<file path="src/vac_regs.svh">
`ifndef VAC_REGS_SVH
`define VAC_REGS_SVH

// ***********************************
// Register indices (byte address = 4 x index)
// ***********************************
`define VAC_IDX_REFDIV 6'h02
`define VAC_IDX_INTG 6'h03
`define VAC_IDX_FRAC 6'h04
`define VAC_IDX_VCOWORD 6'h05
`define VAC_IDX_MODE 6'h06
`define VAC_IDX_LOCKCFG 6'h07
`define VAC_IDX_CALCFG 6'h0A
`define VAC_IDX_SWREAD 6'h10
`define VAC_IDX_STATUS 6'h12

// ***********************************
// Field positions
// ***********************************
`define VAC_FRACMODE_BIT 11
`define VAC_RELOCK_BIT 13
`define VAC_CALDIS_BIT 11
`define VAC_NCODE_LSB 0
`define VAC_MCODE_LSB 13
`define VAC_FRAC_BITS 24
`define VAC_REFDIV_BITS 14
`define VAC_VID_BITS 7
`define VAC_VDATA_BITS 9

// ***********************************
// Timing counts in FSM clocks
// ***********************************
`define VAC_WORD_BITS 16
`define VAC_XFER_CLKS 20
`define VAC_OVH_CLKS 128
`define VAC_OVH_TAIL 2

`endif

</file>
<file path="src/vac_pkg.sv">
package vac_pkg;
   typedef struct packed {
      logic cyc;
      logic stb;
      logic we;
      logic [7:0] adr;
      logic [3:0] sel;
      logic [31:0] dat;
   } vac_wb_req_t;

   typedef struct packed {
      logic clk;
      logic dat;
      logic en;
   } vac_vs_link_t;

   typedef enum logic [2:0] {
      VAC_IDLE,
      VAC_OVH,
      VAC_SEND,
      VAC_MEAS,
      VAC_DECIDE,
      VAC_LOAD
   } vac_state_t;
endpackage

</file>
<file path="src/vac_top.sv">
// Our own choices: the register offsets and the Wishbone register port.
`timescale 1ns/1ps
`include "vac_regs.svh"

module vac_top #(
   parameter int INT_W = 19,
   parameter int SW_W = 5
) (
   input wire logic clk_i,
   input wire logic rst_i,
   input wire vac_pkg::vac_wb_req_t wb_req_i,
   output logic [31:0] wb_dat_o,
   output logic wb_ack_o,
   input wire logic ref_i,
   input wire logic vco_i,
   input wire logic lock_i,
   output vac_pkg::vac_vs_link_t vs_link_o,
   output logic [INT_W-1:0] mod_int_o,
   output logic [`VAC_FRAC_BITS-1:0] mod_frac_o,
   output logic mod_load_o,
   output logic cal_busy_o
);
   import vac_pkg::*;

   localparam int CNT_W = INT_W + 8;
   localparam int WIN_W = `VAC_REFDIV_BITS + 8;

   // Refused at elaboration: readout is 8 bits wide, bit index 3 bits
   if (INT_W < 5 || INT_W > 22 || SW_W < 1 || SW_W > 8) begin : g_bad_param
      $error("vac_top: unsupported INT_W or SW_W");
   end

   // ***********************************
   // Helper functions
   // ***********************************
   function automatic logic [3:0] n_of(input logic [2:0] code);
      n_of = code[2] ? {1'b0, code} + 4'h1 : {1'b0, code};
   endfunction

   function automatic logic [4:0] mmask_of(input logic [1:0] code);
      case (code)
         2'h0: mmask_of = 5'h00;
         2'h1: mmask_of = 5'h03;
         2'h2: mmask_of = 5'h0F;
         default: mmask_of = 5'h1F;
      endcase
   endfunction

   function automatic logic [31:0] merge(input logic [31:0] old, input logic [31:0] nw,
                                          input logic [3:0] sel);
      merge = old;
      for (int i = 0; i < 4; i++) begin
         if (sel[i]) begin
            merge[i*8 +: 8] = nw[i*8 +: 8];
         end
      end
   endfunction

   function automatic logic rise(input logic a, input logic b);
      rise = a & ~b;
   endfunction

   // ***********************************
   // Pin synchronisers
   // ***********************************
   logic [2:0] ref_q, vco_q, lock_q;
   always_ff @(posedge clk_i) begin
      if (rst_i) begin
         ref_q <= 3'h0;
         vco_q <= 3'h0;
         lock_q <= 3'h0;
      end else begin
         ref_q <= {ref_q[1:0], ref_i};
         vco_q <= {vco_q[1:0], vco_i};
         lock_q <= {lock_q[1:0], lock_i};
      end
   end
   // Stage 0 only feeds stage 1; edges use stages 1 and 2
   wire ref_rise = rise(ref_q[1], ref_q[2]);
   wire vco_rise = rise(vco_q[1], vco_q[2]);
   wire unlock_ev = rise(lock_q[2], lock_q[1]);

   // ***********************************
   // Registers
   // ***********************************
   logic [`VAC_REFDIV_BITS-1:0] refdiv_q;
   logic [INT_W-1:0] intg_q;
   logic [`VAC_FRAC_BITS-1:0] frac_q;
   logic [`VAC_WORD_BITS-1:0] vword_q;
   logic fracmode_q, relock_en_q, caldis_q;
   logic [2:0] ncode_q;
   logic [1:0] mcode_q;
   logic [7:0] swread_q;
   logic relock_used_q;
   logic start_pend_q, fwd_pend_q;

   wire req = wb_req_i.cyc & wb_req_i.stb;
   wire [5:0] idx = wb_req_i.adr[7:2];
   // Write lands on the edge where the master sees ack
   wire wr_fire = req & wb_req_i.we & wb_ack_o;
   wire [31:0] wd = wb_req_i.dat;
   wire [3:0] ws = wb_req_i.sel;
   wire wr_refdiv = wr_fire && idx == `VAC_IDX_REFDIV;
   wire wr_intg = wr_fire && idx == `VAC_IDX_INTG;
   wire wr_frac = wr_fire && idx == `VAC_IDX_FRAC;
   wire wr_vword = wr_fire && idx == `VAC_IDX_VCOWORD;
   wire wr_mode = wr_fire && idx == `VAC_IDX_MODE;
   wire wr_lock = wr_fire && idx == `VAC_IDX_LOCKCFG;
   wire wr_cal = wr_fire && idx == `VAC_IDX_CALCFG;

   wire [31:0] intg_w = merge(32'(intg_q), wd, ws);
   wire [31:0] frac_w = merge(32'(frac_q), wd, ws);
   wire [31:0] ref_w = merge(32'(refdiv_q), wd, ws);
   wire [31:0] vw_w = merge(32'(vword_q), wd, ws);
   wire [31:0] mode_w = merge(32'h0 | (32'(fracmode_q) << `VAC_FRACMODE_BIT), wd, ws);
   wire [31:0] lock_w = merge(32'h0 | (32'(relock_en_q) << `VAC_RELOCK_BIT), wd, ws);
   wire [31:0] cal_rd = (32'(caldis_q) << `VAC_CALDIS_BIT) | (32'(mcode_q) << `VAC_MCODE_LSB)
                        | (32'(ncode_q) << `VAC_NCODE_LSB);
   wire [31:0] cal_w = merge(cal_rd, wd, ws);

   // Fraction write always requests; integer write only in integer mode
   wire freq_wr = wr_frac | (wr_intg & ~fracmode_q);
   wire cal_trig = freq_wr & ~caldis_q;

   vac_state_t st_q;
   wire idle = st_q == VAC_IDLE;
   wire take_cal = idle & start_pend_q;
   wire take_fwd = idle & ~start_pend_q & fwd_pend_q;
   wire relock_trig = unlock_ev & relock_en_q & ~relock_used_q & ~caldis_q
                      & idle & ~start_pend_q;

   always_ff @(posedge clk_i) begin
      if (rst_i) begin
         refdiv_q <= `VAC_REFDIV_BITS'(1);
         intg_q <= '0;
         frac_q <= '0;
         vword_q <= 16'h0000;
         fracmode_q <= 1'b0;
         relock_en_q <= 1'b0;
         caldis_q <= 1'b0;
         ncode_q <= 3'h0;
         mcode_q <= 2'h0;
      end else begin
         if (wr_refdiv) refdiv_q <= ref_w[`VAC_REFDIV_BITS-1:0];
         if (wr_intg) intg_q <= intg_w[INT_W-1:0];
         if (wr_frac) frac_q <= frac_w[`VAC_FRAC_BITS-1:0];
         if (wr_vword) vword_q <= vw_w[`VAC_WORD_BITS-1:0];
         if (wr_mode) fracmode_q <= mode_w[`VAC_FRACMODE_BIT];
         if (wr_lock) relock_en_q <= lock_w[`VAC_RELOCK_BIT];
         if (wr_cal) begin
            caldis_q <= cal_w[`VAC_CALDIS_BIT];
            mcode_q <= cal_w[`VAC_MCODE_LSB +: 2];
            ncode_q <= cal_w[`VAC_NCODE_LSB +: 3];
         end
      end
   end

   // New requests win over the take in the same cycle
   always_ff @(posedge clk_i) begin
      if (rst_i) begin
         start_pend_q <= 1'b0;
         fwd_pend_q <= 1'b0;
         relock_used_q <= 1'b0;
      end else begin
         start_pend_q <= (start_pend_q & ~take_cal) | cal_trig | relock_trig;
         fwd_pend_q <= (fwd_pend_q & ~take_fwd) | wr_vword;
         relock_used_q <= (relock_used_q & ~freq_wr) | relock_trig;
      end
   end

   // ***********************************
   // Bus answer
   // ***********************************
   wire [31:0] rd_data =
      idx == `VAC_IDX_REFDIV ? 32'(refdiv_q) :
      idx == `VAC_IDX_INTG ? 32'(intg_q) :
      idx == `VAC_IDX_FRAC ? 32'(frac_q) :
      idx == `VAC_IDX_VCOWORD ? 32'(vword_q) :
      idx == `VAC_IDX_MODE ? 32'(fracmode_q) << `VAC_FRACMODE_BIT :
      idx == `VAC_IDX_LOCKCFG ? 32'(relock_en_q) << `VAC_RELOCK_BIT :
      idx == `VAC_IDX_CALCFG ? cal_rd :
      idx == `VAC_IDX_SWREAD ? 32'(swread_q) :
      idx == `VAC_IDX_STATUS ? {29'h0, relock_used_q, start_pend_q, ~idle} :
      32'h0000_0000;

   always_ff @(posedge clk_i) begin
      if (rst_i) begin
         wb_ack_o <= 1'b0;
         wb_dat_o <= 32'h0000_0000;
      end else begin
         wb_ack_o <= req & ~wb_ack_o;
         wb_dat_o <= (req & ~wb_ack_o & ~wb_req_i.we) ? rd_data : 32'h0000_0000;
      end
   end

   // ***********************************
   // FSM clock enable from the reference
   // ***********************************
   logic [4:0] div_q;
   wire [4:0] mmask = mmask_of(mcode_q);
   wire fsm_tick = ref_rise && ((div_q & mmask) == mmask);
   always_ff @(posedge clk_i) begin
      if (rst_i) begin
         div_q <= 5'h00;
      end else if (ref_rise) begin
         div_q <= fsm_tick ? 5'h00 : div_q + 5'h01;
      end
   end

   // ***********************************
   // Calibration engine
   // ***********************************
   logic [SW_W-1:0] trial_q, best_q;
   logic [CNT_W-1:0] best_err_q, vcnt_q;
   logic [WIN_W-1:0] win_q;
   logic [2:0] bit_q;
   logic final_q, manual_q, extra_q;
   logic [8:0] ovh_q;
   logic [4:0] xcnt_q;
   logic [`VAC_WORD_BITS-1:0] shift_q;

   wire [3:0] n_sel = n_of(ncode_q);
   // Window is R x 2^n reference cycles
   wire [WIN_W-1:0] window = WIN_W'({8'h00, refdiv_q} << n_sel);
   wire [INT_W+`VAC_FRAC_BITS+7:0] n_scaled =
      (INT_W+`VAC_FRAC_BITS+8)'({intg_q, frac_q}) << n_sel;
   wire [CNT_W-1:0] expect_cnt = n_scaled[`VAC_FRAC_BITS +: CNT_W];
   wire too_fast = vcnt_q > expect_cnt;
   wire [CNT_W-1:0] err = too_fast ? vcnt_q - expect_cnt : expect_cnt - vcnt_q;
   wire closer = err < best_err_q;
   wire [SW_W-1:0] kept = too_fast ? trial_q : trial_q & ~(SW_W'(1) << bit_q);
   // Trial word keeps the host's ID and address bits untouched
   wire [`VAC_WORD_BITS-1:0] cal_word =
      {`VAC_VDATA_BITS'(trial_q), vword_q[`VAC_VID_BITS-1:0]};
   wire [`VAC_WORD_BITS-1:0] best_word =
      {`VAC_VDATA_BITS'(closer ? trial_q : best_q), vword_q[`VAC_VID_BITS-1:0]};
   wire xfer_end = fsm_tick && xcnt_q == 5'(`VAC_XFER_CLKS - 1);
   wire ovh_end = fsm_tick && ovh_q == 9'h001;

   always_ff @(posedge clk_i) begin
      if (rst_i) begin
         st_q <= VAC_IDLE;
         trial_q <= '0;
         best_q <= '0;
         best_err_q <= '1;
         bit_q <= 3'h0;
         final_q <= 1'b0;
         manual_q <= 1'b0;
         extra_q <= 1'b0;
         ovh_q <= 9'h000;
         vcnt_q <= '0;
         win_q <= '0;
      end else begin
         case (st_q)
            VAC_IDLE: begin
               if (take_cal) begin
                  trial_q <= SW_W'(1) << (SW_W - 1);
                  bit_q <= 3'(SW_W - 1);
                  best_err_q <= '1;
                  final_q <= 1'b0;
                  extra_q <= 1'b0;
                  manual_q <= 1'b0;
                  ovh_q <= 9'(`VAC_OVH_CLKS);
                  st_q <= VAC_OVH;
               end else if (take_fwd) begin
                  manual_q <= 1'b1;
                  st_q <= VAC_SEND;
               end
            end
            VAC_OVH: begin
               if (ovh_end) begin
                  st_q <= final_q ? VAC_LOAD : VAC_SEND;
               end else if (fsm_tick) begin
                  ovh_q <= ovh_q - 9'h001;
               end
            end
            VAC_SEND: begin
               if (xfer_end) begin
                  vcnt_q <= '0;
                  win_q <= '0;
                  if (manual_q) begin
                     st_q <= VAC_IDLE;
                  end else if (final_q) begin
                     ovh_q <= 9'(`VAC_OVH_CLKS * `VAC_OVH_TAIL);
                     st_q <= VAC_OVH;
                  end else begin
                     st_q <= VAC_MEAS;
                  end
               end
            end
            VAC_MEAS: begin
               if (win_q == window) begin
                  st_q <= VAC_DECIDE;
               end else begin
                  if (ref_rise) win_q <= win_q + WIN_W'(1);
                  if (vco_rise) vcnt_q <= vcnt_q + CNT_W'(1);
               end
            end
            VAC_DECIDE: begin
               if (closer) begin
                  best_q <= trial_q;
                  best_err_q <= err;
               end
               if (extra_q || (bit_q == 3'h0 && too_fast)) begin
                  final_q <= 1'b1;
                  st_q <= VAC_SEND;
               end else if (bit_q == 3'h0) begin
                  // Cleared last bit: one more pass measures that setting, zero included
                  trial_q <= kept;
                  extra_q <= 1'b1;
                  st_q <= VAC_SEND;
               end else begin
                  trial_q <= kept | (SW_W'(1) << (bit_q - 3'h1));
                  bit_q <= bit_q - 3'h1;
                  st_q <= VAC_SEND;
               end
            end
            VAC_LOAD: begin
               st_q <= VAC_IDLE;
            end
            default: st_q <= VAC_IDLE;
         endcase
      end
   end

   // ***********************************
   // Internal serial link, MSB first
   // ***********************************
   wire send_start = (st_q == VAC_IDLE && take_fwd) || (st_q == VAC_OVH && ovh_end && !final_q)
                     || st_q == VAC_DECIDE;
   wire [`VAC_WORD_BITS-1:0] next_word =
      st_q == VAC_IDLE ? vword_q :
      (st_q == VAC_DECIDE && (extra_q || (bit_q == 3'h0 && too_fast))) ? best_word :
      st_q == VAC_DECIDE ? {`VAC_VDATA_BITS'(bit_q == 3'h0 ? kept :
                            kept | (SW_W'(1) << (bit_q - 3'h1))),
                            vword_q[`VAC_VID_BITS-1:0]} :
      cal_word;
   wire shifting = st_q == VAC_SEND && xcnt_q < 5'(`VAC_WORD_BITS);

   always_ff @(posedge clk_i) begin
      if (rst_i) begin
         xcnt_q <= 5'h00;
         shift_q <= 16'h0000;
         vs_link_o <= '0;
      end else begin
         if (send_start) begin
            shift_q <= next_word;
            xcnt_q <= 5'h00;
         end else if (st_q == VAC_SEND && fsm_tick) begin
            xcnt_q <= xcnt_q + 5'h01;
            if (shifting) shift_q <= {shift_q[`VAC_WORD_BITS-2:0], 1'b0};
         end
         vs_link_o.en <= shifting;
         vs_link_o.dat <= shifting & shift_q[`VAC_WORD_BITS-1];
         // Clock pulse one cycle after each FSM tick, in the last cycle of the bit
         vs_link_o.clk <= shifting & fsm_tick;
      end
   end

   // ***********************************
   // Modulator load and readout
   // ***********************************
   wire direct_ld = freq_wr & caldis_q;
   always_ff @(posedge clk_i) begin
      if (rst_i) begin
         mod_int_o <= '0;
         mod_frac_o <= '0;
         mod_load_o <= 1'b0;
         swread_q <= 8'h00;
         cal_busy_o <= 1'b0;
      end else begin
         mod_load_o <= direct_ld | (st_q == VAC_LOAD);
         cal_busy_o <= ~idle & ~manual_q;
         if (st_q == VAC_LOAD) begin
            mod_int_o <= intg_q;
            mod_frac_o <= frac_q;
            swread_q <= 8'(best_q);
         end else if (direct_ld) begin
            mod_int_o <= wr_intg ? intg_w[INT_W-1:0] : intg_q;
            mod_frac_o <= wr_frac ? frac_w[`VAC_FRAC_BITS-1:0] : frac_q;
         end
      end
   end
endmodule

</file>
<file path="config.mk">
export PLATFORM = sky130hd
export DESIGN_NAME = vac_top
export DESIGN_NICKNAME = d
export VERILOG_FILES = /design/src/vac_pkg.sv /design/src/vac_top.sv
export VERILOG_INCLUDE_DIRS = /design/src /design/src/src
export SDC_FILE = /design/constraint.sdc
export NUM_CORES = 1
export LEC_CHECK = 0
export ABC_AREA = 1
export BUFFER_PORTS_ARGS = -buffer_cell sky130_fd_sc_hd__clkbuf_2
export CORE_MARGIN = 5
export CORE_UTILIZATION = 58
export CTS_BUF_LIST = sky130_fd_sc_hd__clkbuf_4 sky130_fd_sc_hd__clkbuf_8
export DETAILED_ROUTE_END_ITERATION = 8
export HOLD_SLACK_MARGIN = 0.03
export PLACE_DENSITY = 0.82
export SLEW_MARGIN = 20
export SYNTH_ARGS = -nofsm -noshare
export SYNTH_HDL_FRONTEND = slang
export SYNTH_SLANG_ARGS = --single-unit
export TNS_END_PERCENT = 30
</file>
<file path="constraint.sdc">
create_clock -name clk_i -period 6.7 [get_ports clk_i]
set_input_delay 1.675 -clock clk_i [delete_from_list [all_inputs] [get_ports clk_i]]
set_output_delay 1.675 -clock clk_i [all_outputs]
set_load 0.1 [all_outputs]
</file>
### Yosys cells after proc, flatten, opt, wreduce, memory -nomap -nowiden

Index checks and enable logic that the tools add are counted.

* output and inout bits: 81
* logic and storage cells: 284
* input port bits: 52
* register bits: 309

* add/sub/neg operators: 9
* reduce and logical (&&, ||, !) cells: 54
* shifts and indexed selects: 5
* multiplexer cells: 79
* eq/ne operators: 37
* $lt $le $gt $ge: 3
* bitwise gates (word level): 53

Operators by type and width (count)
* $mux W27: 6
* $mux W16: 7
* $pmux W27 S2: 2
* $mux W24: 4
* $mux W19: 4
* $mux W22: 3
* $mux W9: 7
* $sub A27 B27 Y27: 2
* $shl A43 B4 Y51: 1
* $mux W15: 3
* $pmux W22 S2: 1
* $mux W8: 5
* $mux W3: 12
* $mux W5: 7
* $ne A2 B2 Y1 const B: 15
* $add A27 B1 Y27 const B: 1
* $gt A27 B27 Y1: 1
* $lt A27 B27 Y1: 1
* $pmux W9 S3: 1
* $and A1 B1 Y1: 25
* $eq A6 B3 Y1 const B: 4
* $add A22 B1 Y22 const B: 1
* $eq A22 B22 Y1: 1
* $shl A14 B4 Y22: 1
* other kinds (53): 125

### Logic depth before layout (Yosys ltp)

* word-level depth: 12
* mapped depth: 46

### Worst setup path after synthesis

Ideal clock, no wire load.

* kind: register to register
* from: register ncode_q[0]
* to: register best_err_q[3]
* arrival: 6.107 ns
* buffers on the path: 5
* period minus slack after synthesis: 6.232 ns
* library setup time: 0.126 ns
* cell stages (with the launch flop): 39
* slack: 0.468 ns
* data required time: 6.574 ns
* cell sequence: dfxtp_1 ha_1 nand2_1 o21ai_4 buf_2 clkbuf_1 buf_1 o21ai_0 o221ai_1 nand3_1 o21ai_0 inv_1 ha_1 nand2_1 o21ai_0 a21oi_1 inv_1 nand2_1 [3 not listed] nand2_2 inv_2 buf_2 nand2_1 nand2_1 inv_1 ha_1 nand2_1 inv_1 a221oi_1 o21ai_0 a21oi_1 nand2_1 nor2_1 inv_2 clkbuf_1 o22ai_1 nand2_1

* cells in the longest elaborated chain, start to end: 8
* elaborated cells between the ends (all ways): 12

Ends and longest elaborated chain
* from (decl): line vac_top.sv:91 `logic [2:0] ncode_q;`
* from (signal assigned): line vac_top.sv:153 `` ncode_q <= cal_w[`VAC_NCODE_LSB +: 3]; ``
* $add A3 B1 Y4: line vac_top.sv:37 `n_of = code[2] ? {1'b0, code} + 4'h1 : {1'b0, code};`
* $mux W4 (*): line vac_top.sv:37
* $shl A43 B4 Y51 (*): line vac_top.sv:226 `` (INT_W+`VAC_FRAC_BITS+8)'({intg_q, frac_q}) << n_sel; ``
* $sub A27 B27 Y27 or $gt A27 B27 Y1 (tied branches): line vac_top.sv:229, vac_top.sv:228
* $mux W27 (*): line vac_top.sv:229 `wire [CNT_W-1:0] err = too_fast ? vcnt_q - expect_cnt : expect_cnt - vcnt_q;`
* $lt A27 B27 Y1: line vac_top.sv:230 `wire closer = err < best_err_q;`
* $ne A2 B2 Y1 (no source line)
* $reduce_and A3 Y1 (no source line)
* to (signal assigned): line vac_top.sv:302 `best_err_q <= err;`
* to (decl): line vac_top.sv:214 `logic [CNT_W-1:0] best_err_q, vcnt_q;`

Every way passes the cells marked *; elsewhere a longest branch is shown, timed or not. The select of a mux whose other input is x is not followed.
A chain may end at the register's enable or synchronous reset.

### Worst setup path after layout

* from: register ncode_q[2]
* to: register best_err_q[12]

Same word-level chain as after synthesis.

==> impl_results.md <==
- GPL Wtd Cong: 1.12
- Routed vias/inst: 5.91
- Final Hold Slack: 0.398 ns
- Clk sink count: 301
- Max incr delay on CP: 0.44 ns
- ANT nets after route: 0
- CTS tree: built
- GR Util met1: 0.425
- Syn_area_per_cell: around 6.3 sq um
- ANT cells: 0
- Gate count after technology mapping: 3,219
- Rows: 68
- CP Capture Type: register
- Top FF cell, synth: dfxtp_1
- Final Critical Period: 6.29 ns
- Max-Cap Viols: 0
- # setup viols final: 0
- Die H: 197 microns
- Setup Skew: 0.0480 ns
- DPL Wire Length: 51.8 mm
- Hold Path Class: reg2reg
- Total power: 5.67 mW
- GRT overflow: 0
- Share of layout cells above drive strength 1: 0.104
- Grt met3 use: 0.0574
- Fin Setup TNS: 0 ns
- CP max FO: 37
- Synth top cells by count: nand2_1 (795), inv_1 (438), nor2_1 (317)
- Synth top area share: 0.298
- Clk slew on worst S/H paths: 0.06 ns
- Fin nets: 3,472
- GRT Util Overall: 0.336
- Outcome: completed
- Most frequent cell after synthesis: nand2_1
- Drt first pass iters: 7
- H-Tree Depth: 2
- Number of synthesized register bits: 301
- Fmax: 159 MHz
- Yosys warns: 0
- M2 GR Usage: 0.554
- Post-route DRC: 0
- Drt total wl: 68.8 mm
- Min setup slack post-route: 0.411 ns
- Drt wl/cell: around 18 microns
- Fin crit share: 0.939
- Seq/Total Area, Yosys: 0.298
- Synth top area cells: dfxtp_1 (30%), nand2_1 (15%), inv_1 (8.1%), o21ai_0 (6.0%), nor2_1 (5.9%)
- Slew margin rel.: 0.355
- Critical Path Source Type: register
- Antenna violations before repair: 1
- Root Driver: clkbuf_8
- Leading area contributor after synthesis: dfxtp_1
- First-pass GRT wire length: 108 mm
- CP dominant cell by count: nand2_1
- Post-synthesis cell area: around 0.020 sq mm
- Req. time, crit path: just over 7 ns
- Grt peak-use layer: met2
- Core ar.: 0.0345 sq mm
- Fillers: 3,177
- Die X: 197 microns
- Peak VDD IR: 0.333 mV
- Vias in the first global route: 20,900
- Crit Path Class: reg2reg
- Vias post-DR: 22,600
- Synth-to-Final Area Change: 12.5%
- Max-slew violations: 0
- IO Pins: 133
- Placed insts: ~3,700
- Post-synth EDFFs: 0
- Synth cell types: 52
- Final instance count without filler cells: 3,824
- Leakage: 10.1 nW
- Worst skew pair latency: 0.63 ns
- Placement-stage worst setup slack: roughly 0.021 ns
- TritonCTS Buffers: 53
- CTS max path bufs: 3
- Pin count of the biggest net entering global routing: 89
- DRT iter0 DRCs: 2,974
- Initial Util: 0.587
- Final hold vios: 0
- I/O Buffers: 113
- Async set-reset flop share out of synthesis: 0
- Crit path DAT: 6.75 ns
- Area of the die: a little under 0.04 sq mm
- Slew @ Worst Pin: roughly 0.96 ns
- PwrDens: 249 mW/mm^2
- CP max stage cell: dfxtp_4
==> kinds of logic after synthesis <==
| group | count (synthesis) | synth area share |
|---|---|---|
| AND/OR/NAND/NOR | 1459 | 0.299 |
| AO/OA/AOI/OAI | 695 | 0.195 |
| buffers and inverters | 591 | 0.115 |
| flip-flops | 301 | 0.298 |
| adder cells (fa/ha/maj) | 95 | 0.0595 |
| XOR/XNOR | 74 | 0.0320 |
| multiplexers | 3 | 0.00148 |
| other | 1 | 0.000185 |
==> cell type report <==
cell class,count,area [sq um],share of cell area
Clock buffer,79,1010,0.0442
Clock inverter,20,285,0.0125
Inverter,454,1710,0.0753
Multi-Input combinational cell,2337,12100,0.530
Sequential cell,301,6030,0.265
Tap cell,455,569,0.0250
Timing Repair Buffer,178,1100,0.0485
==> through the flow <==
stage                     instance area [sq um]   util
after detailed placement                  21300  0.618
after floorplan                           20300      -
after global placement                    21300  0.618
after CTS                                 22600  0.655
final                                     22800  0.661
after global routing                      22800  0.661
==> cell usage in the layout, fill, tap and decap left out, types with 13 or more instances in the layout <==
| cell | count |
|---|---|
| ha_1 | 89 |
| inv_1 | 437 |
| a22oi_1 | 21 |
| nor2_1 | 307 |
| nand3_1 | 220 |
| a31oi_1 | 50 |
| a21oi_1 | 225 |
| nand4_1 | 29 |
| buf_4 | 60 |
| nand2_1 | 794 |
| clkbuf_2 | 112 |
| o21ai_1 | 36 |
| o22ai_1 | 52 |
| clkbuf_8 | 66 |
| a211oi_1 | 16 |
| nor3_1 | 45 |
| xor2_1 | 70 |
| nor4_1 | 17 |
| o21ai_0 | 206 |
| clkbuf_4 | 13 |
| dfxtp_1 | 299 |
==> routing by layer <==
metal,vias to the layer above,routed length (microns)
met5,-,13
met4,2,4360
met3,314,6390
met2,1344,31200
met1,10200,26800
li1,10700,-
==> where the power goes <==
| part | internal, mW | switching [mW] | total [mW] |
|---|---|---|---|
| clock | 1.21 | 0.839 | 2.05 |
| sequential | 1.83 | 0.0348 | 1.87 |
| combinational | 0.558 | 1.20 | 1.76 |
| total | 3.60 | 2.07 | 5.67 |
==> flip-flops by register name, summed over array words and instances (netlist names), 19 cells and up <==
register    flops
mod_int_o      19
intg_q         19
frac_q         24
win_q          22
wb_dat_o       24
vcnt_q         27
mod_frac_o     24
best_err_q     27
==> final timing paths <==
check                     startpoint                     endpoint  slack, ns  cells past startpoint
min             lock_q[0]$_SDFF_PP0_         lock_q[1]$_SDFF_PP0_       0.40                      2
max reg2reg  ncode_q[2]$_SDFFE_PP0P_  best_err_q[12]$_SDFFE_PP1P_       0.41                     36
max          ncode_q[2]$_SDFFE_PP0P_  best_err_q[12]$_SDFFE_PP1P_       0.41                     36
min reg2reg     lock_q[0]$_SDFF_PP0_         lock_q[1]$_SDFF_PP0_       0.40                      2
==> timing repair <==
action,in CTS,in global routing
gates resized for setup,2,75
hold buffers,0,0
cloned,0,3
setup buffers,0,5
pin swaps,0,3
setup endpoints to repair,29,37
==> worst max-delay path: cells and delay by family, from the launching register on <==
kind                     cells  cell delay, ns
XOR/XNOR                     1            0.33
AND/OR/NAND/NOR             15            1.75
AO/OA/AOI/OAI               11            2.02
adder cells (fa/ha/maj)      2            0.64
flip-flops                   1            0.44
buffers and inverters        7            0.90
(Power assumes the default switching activity.)
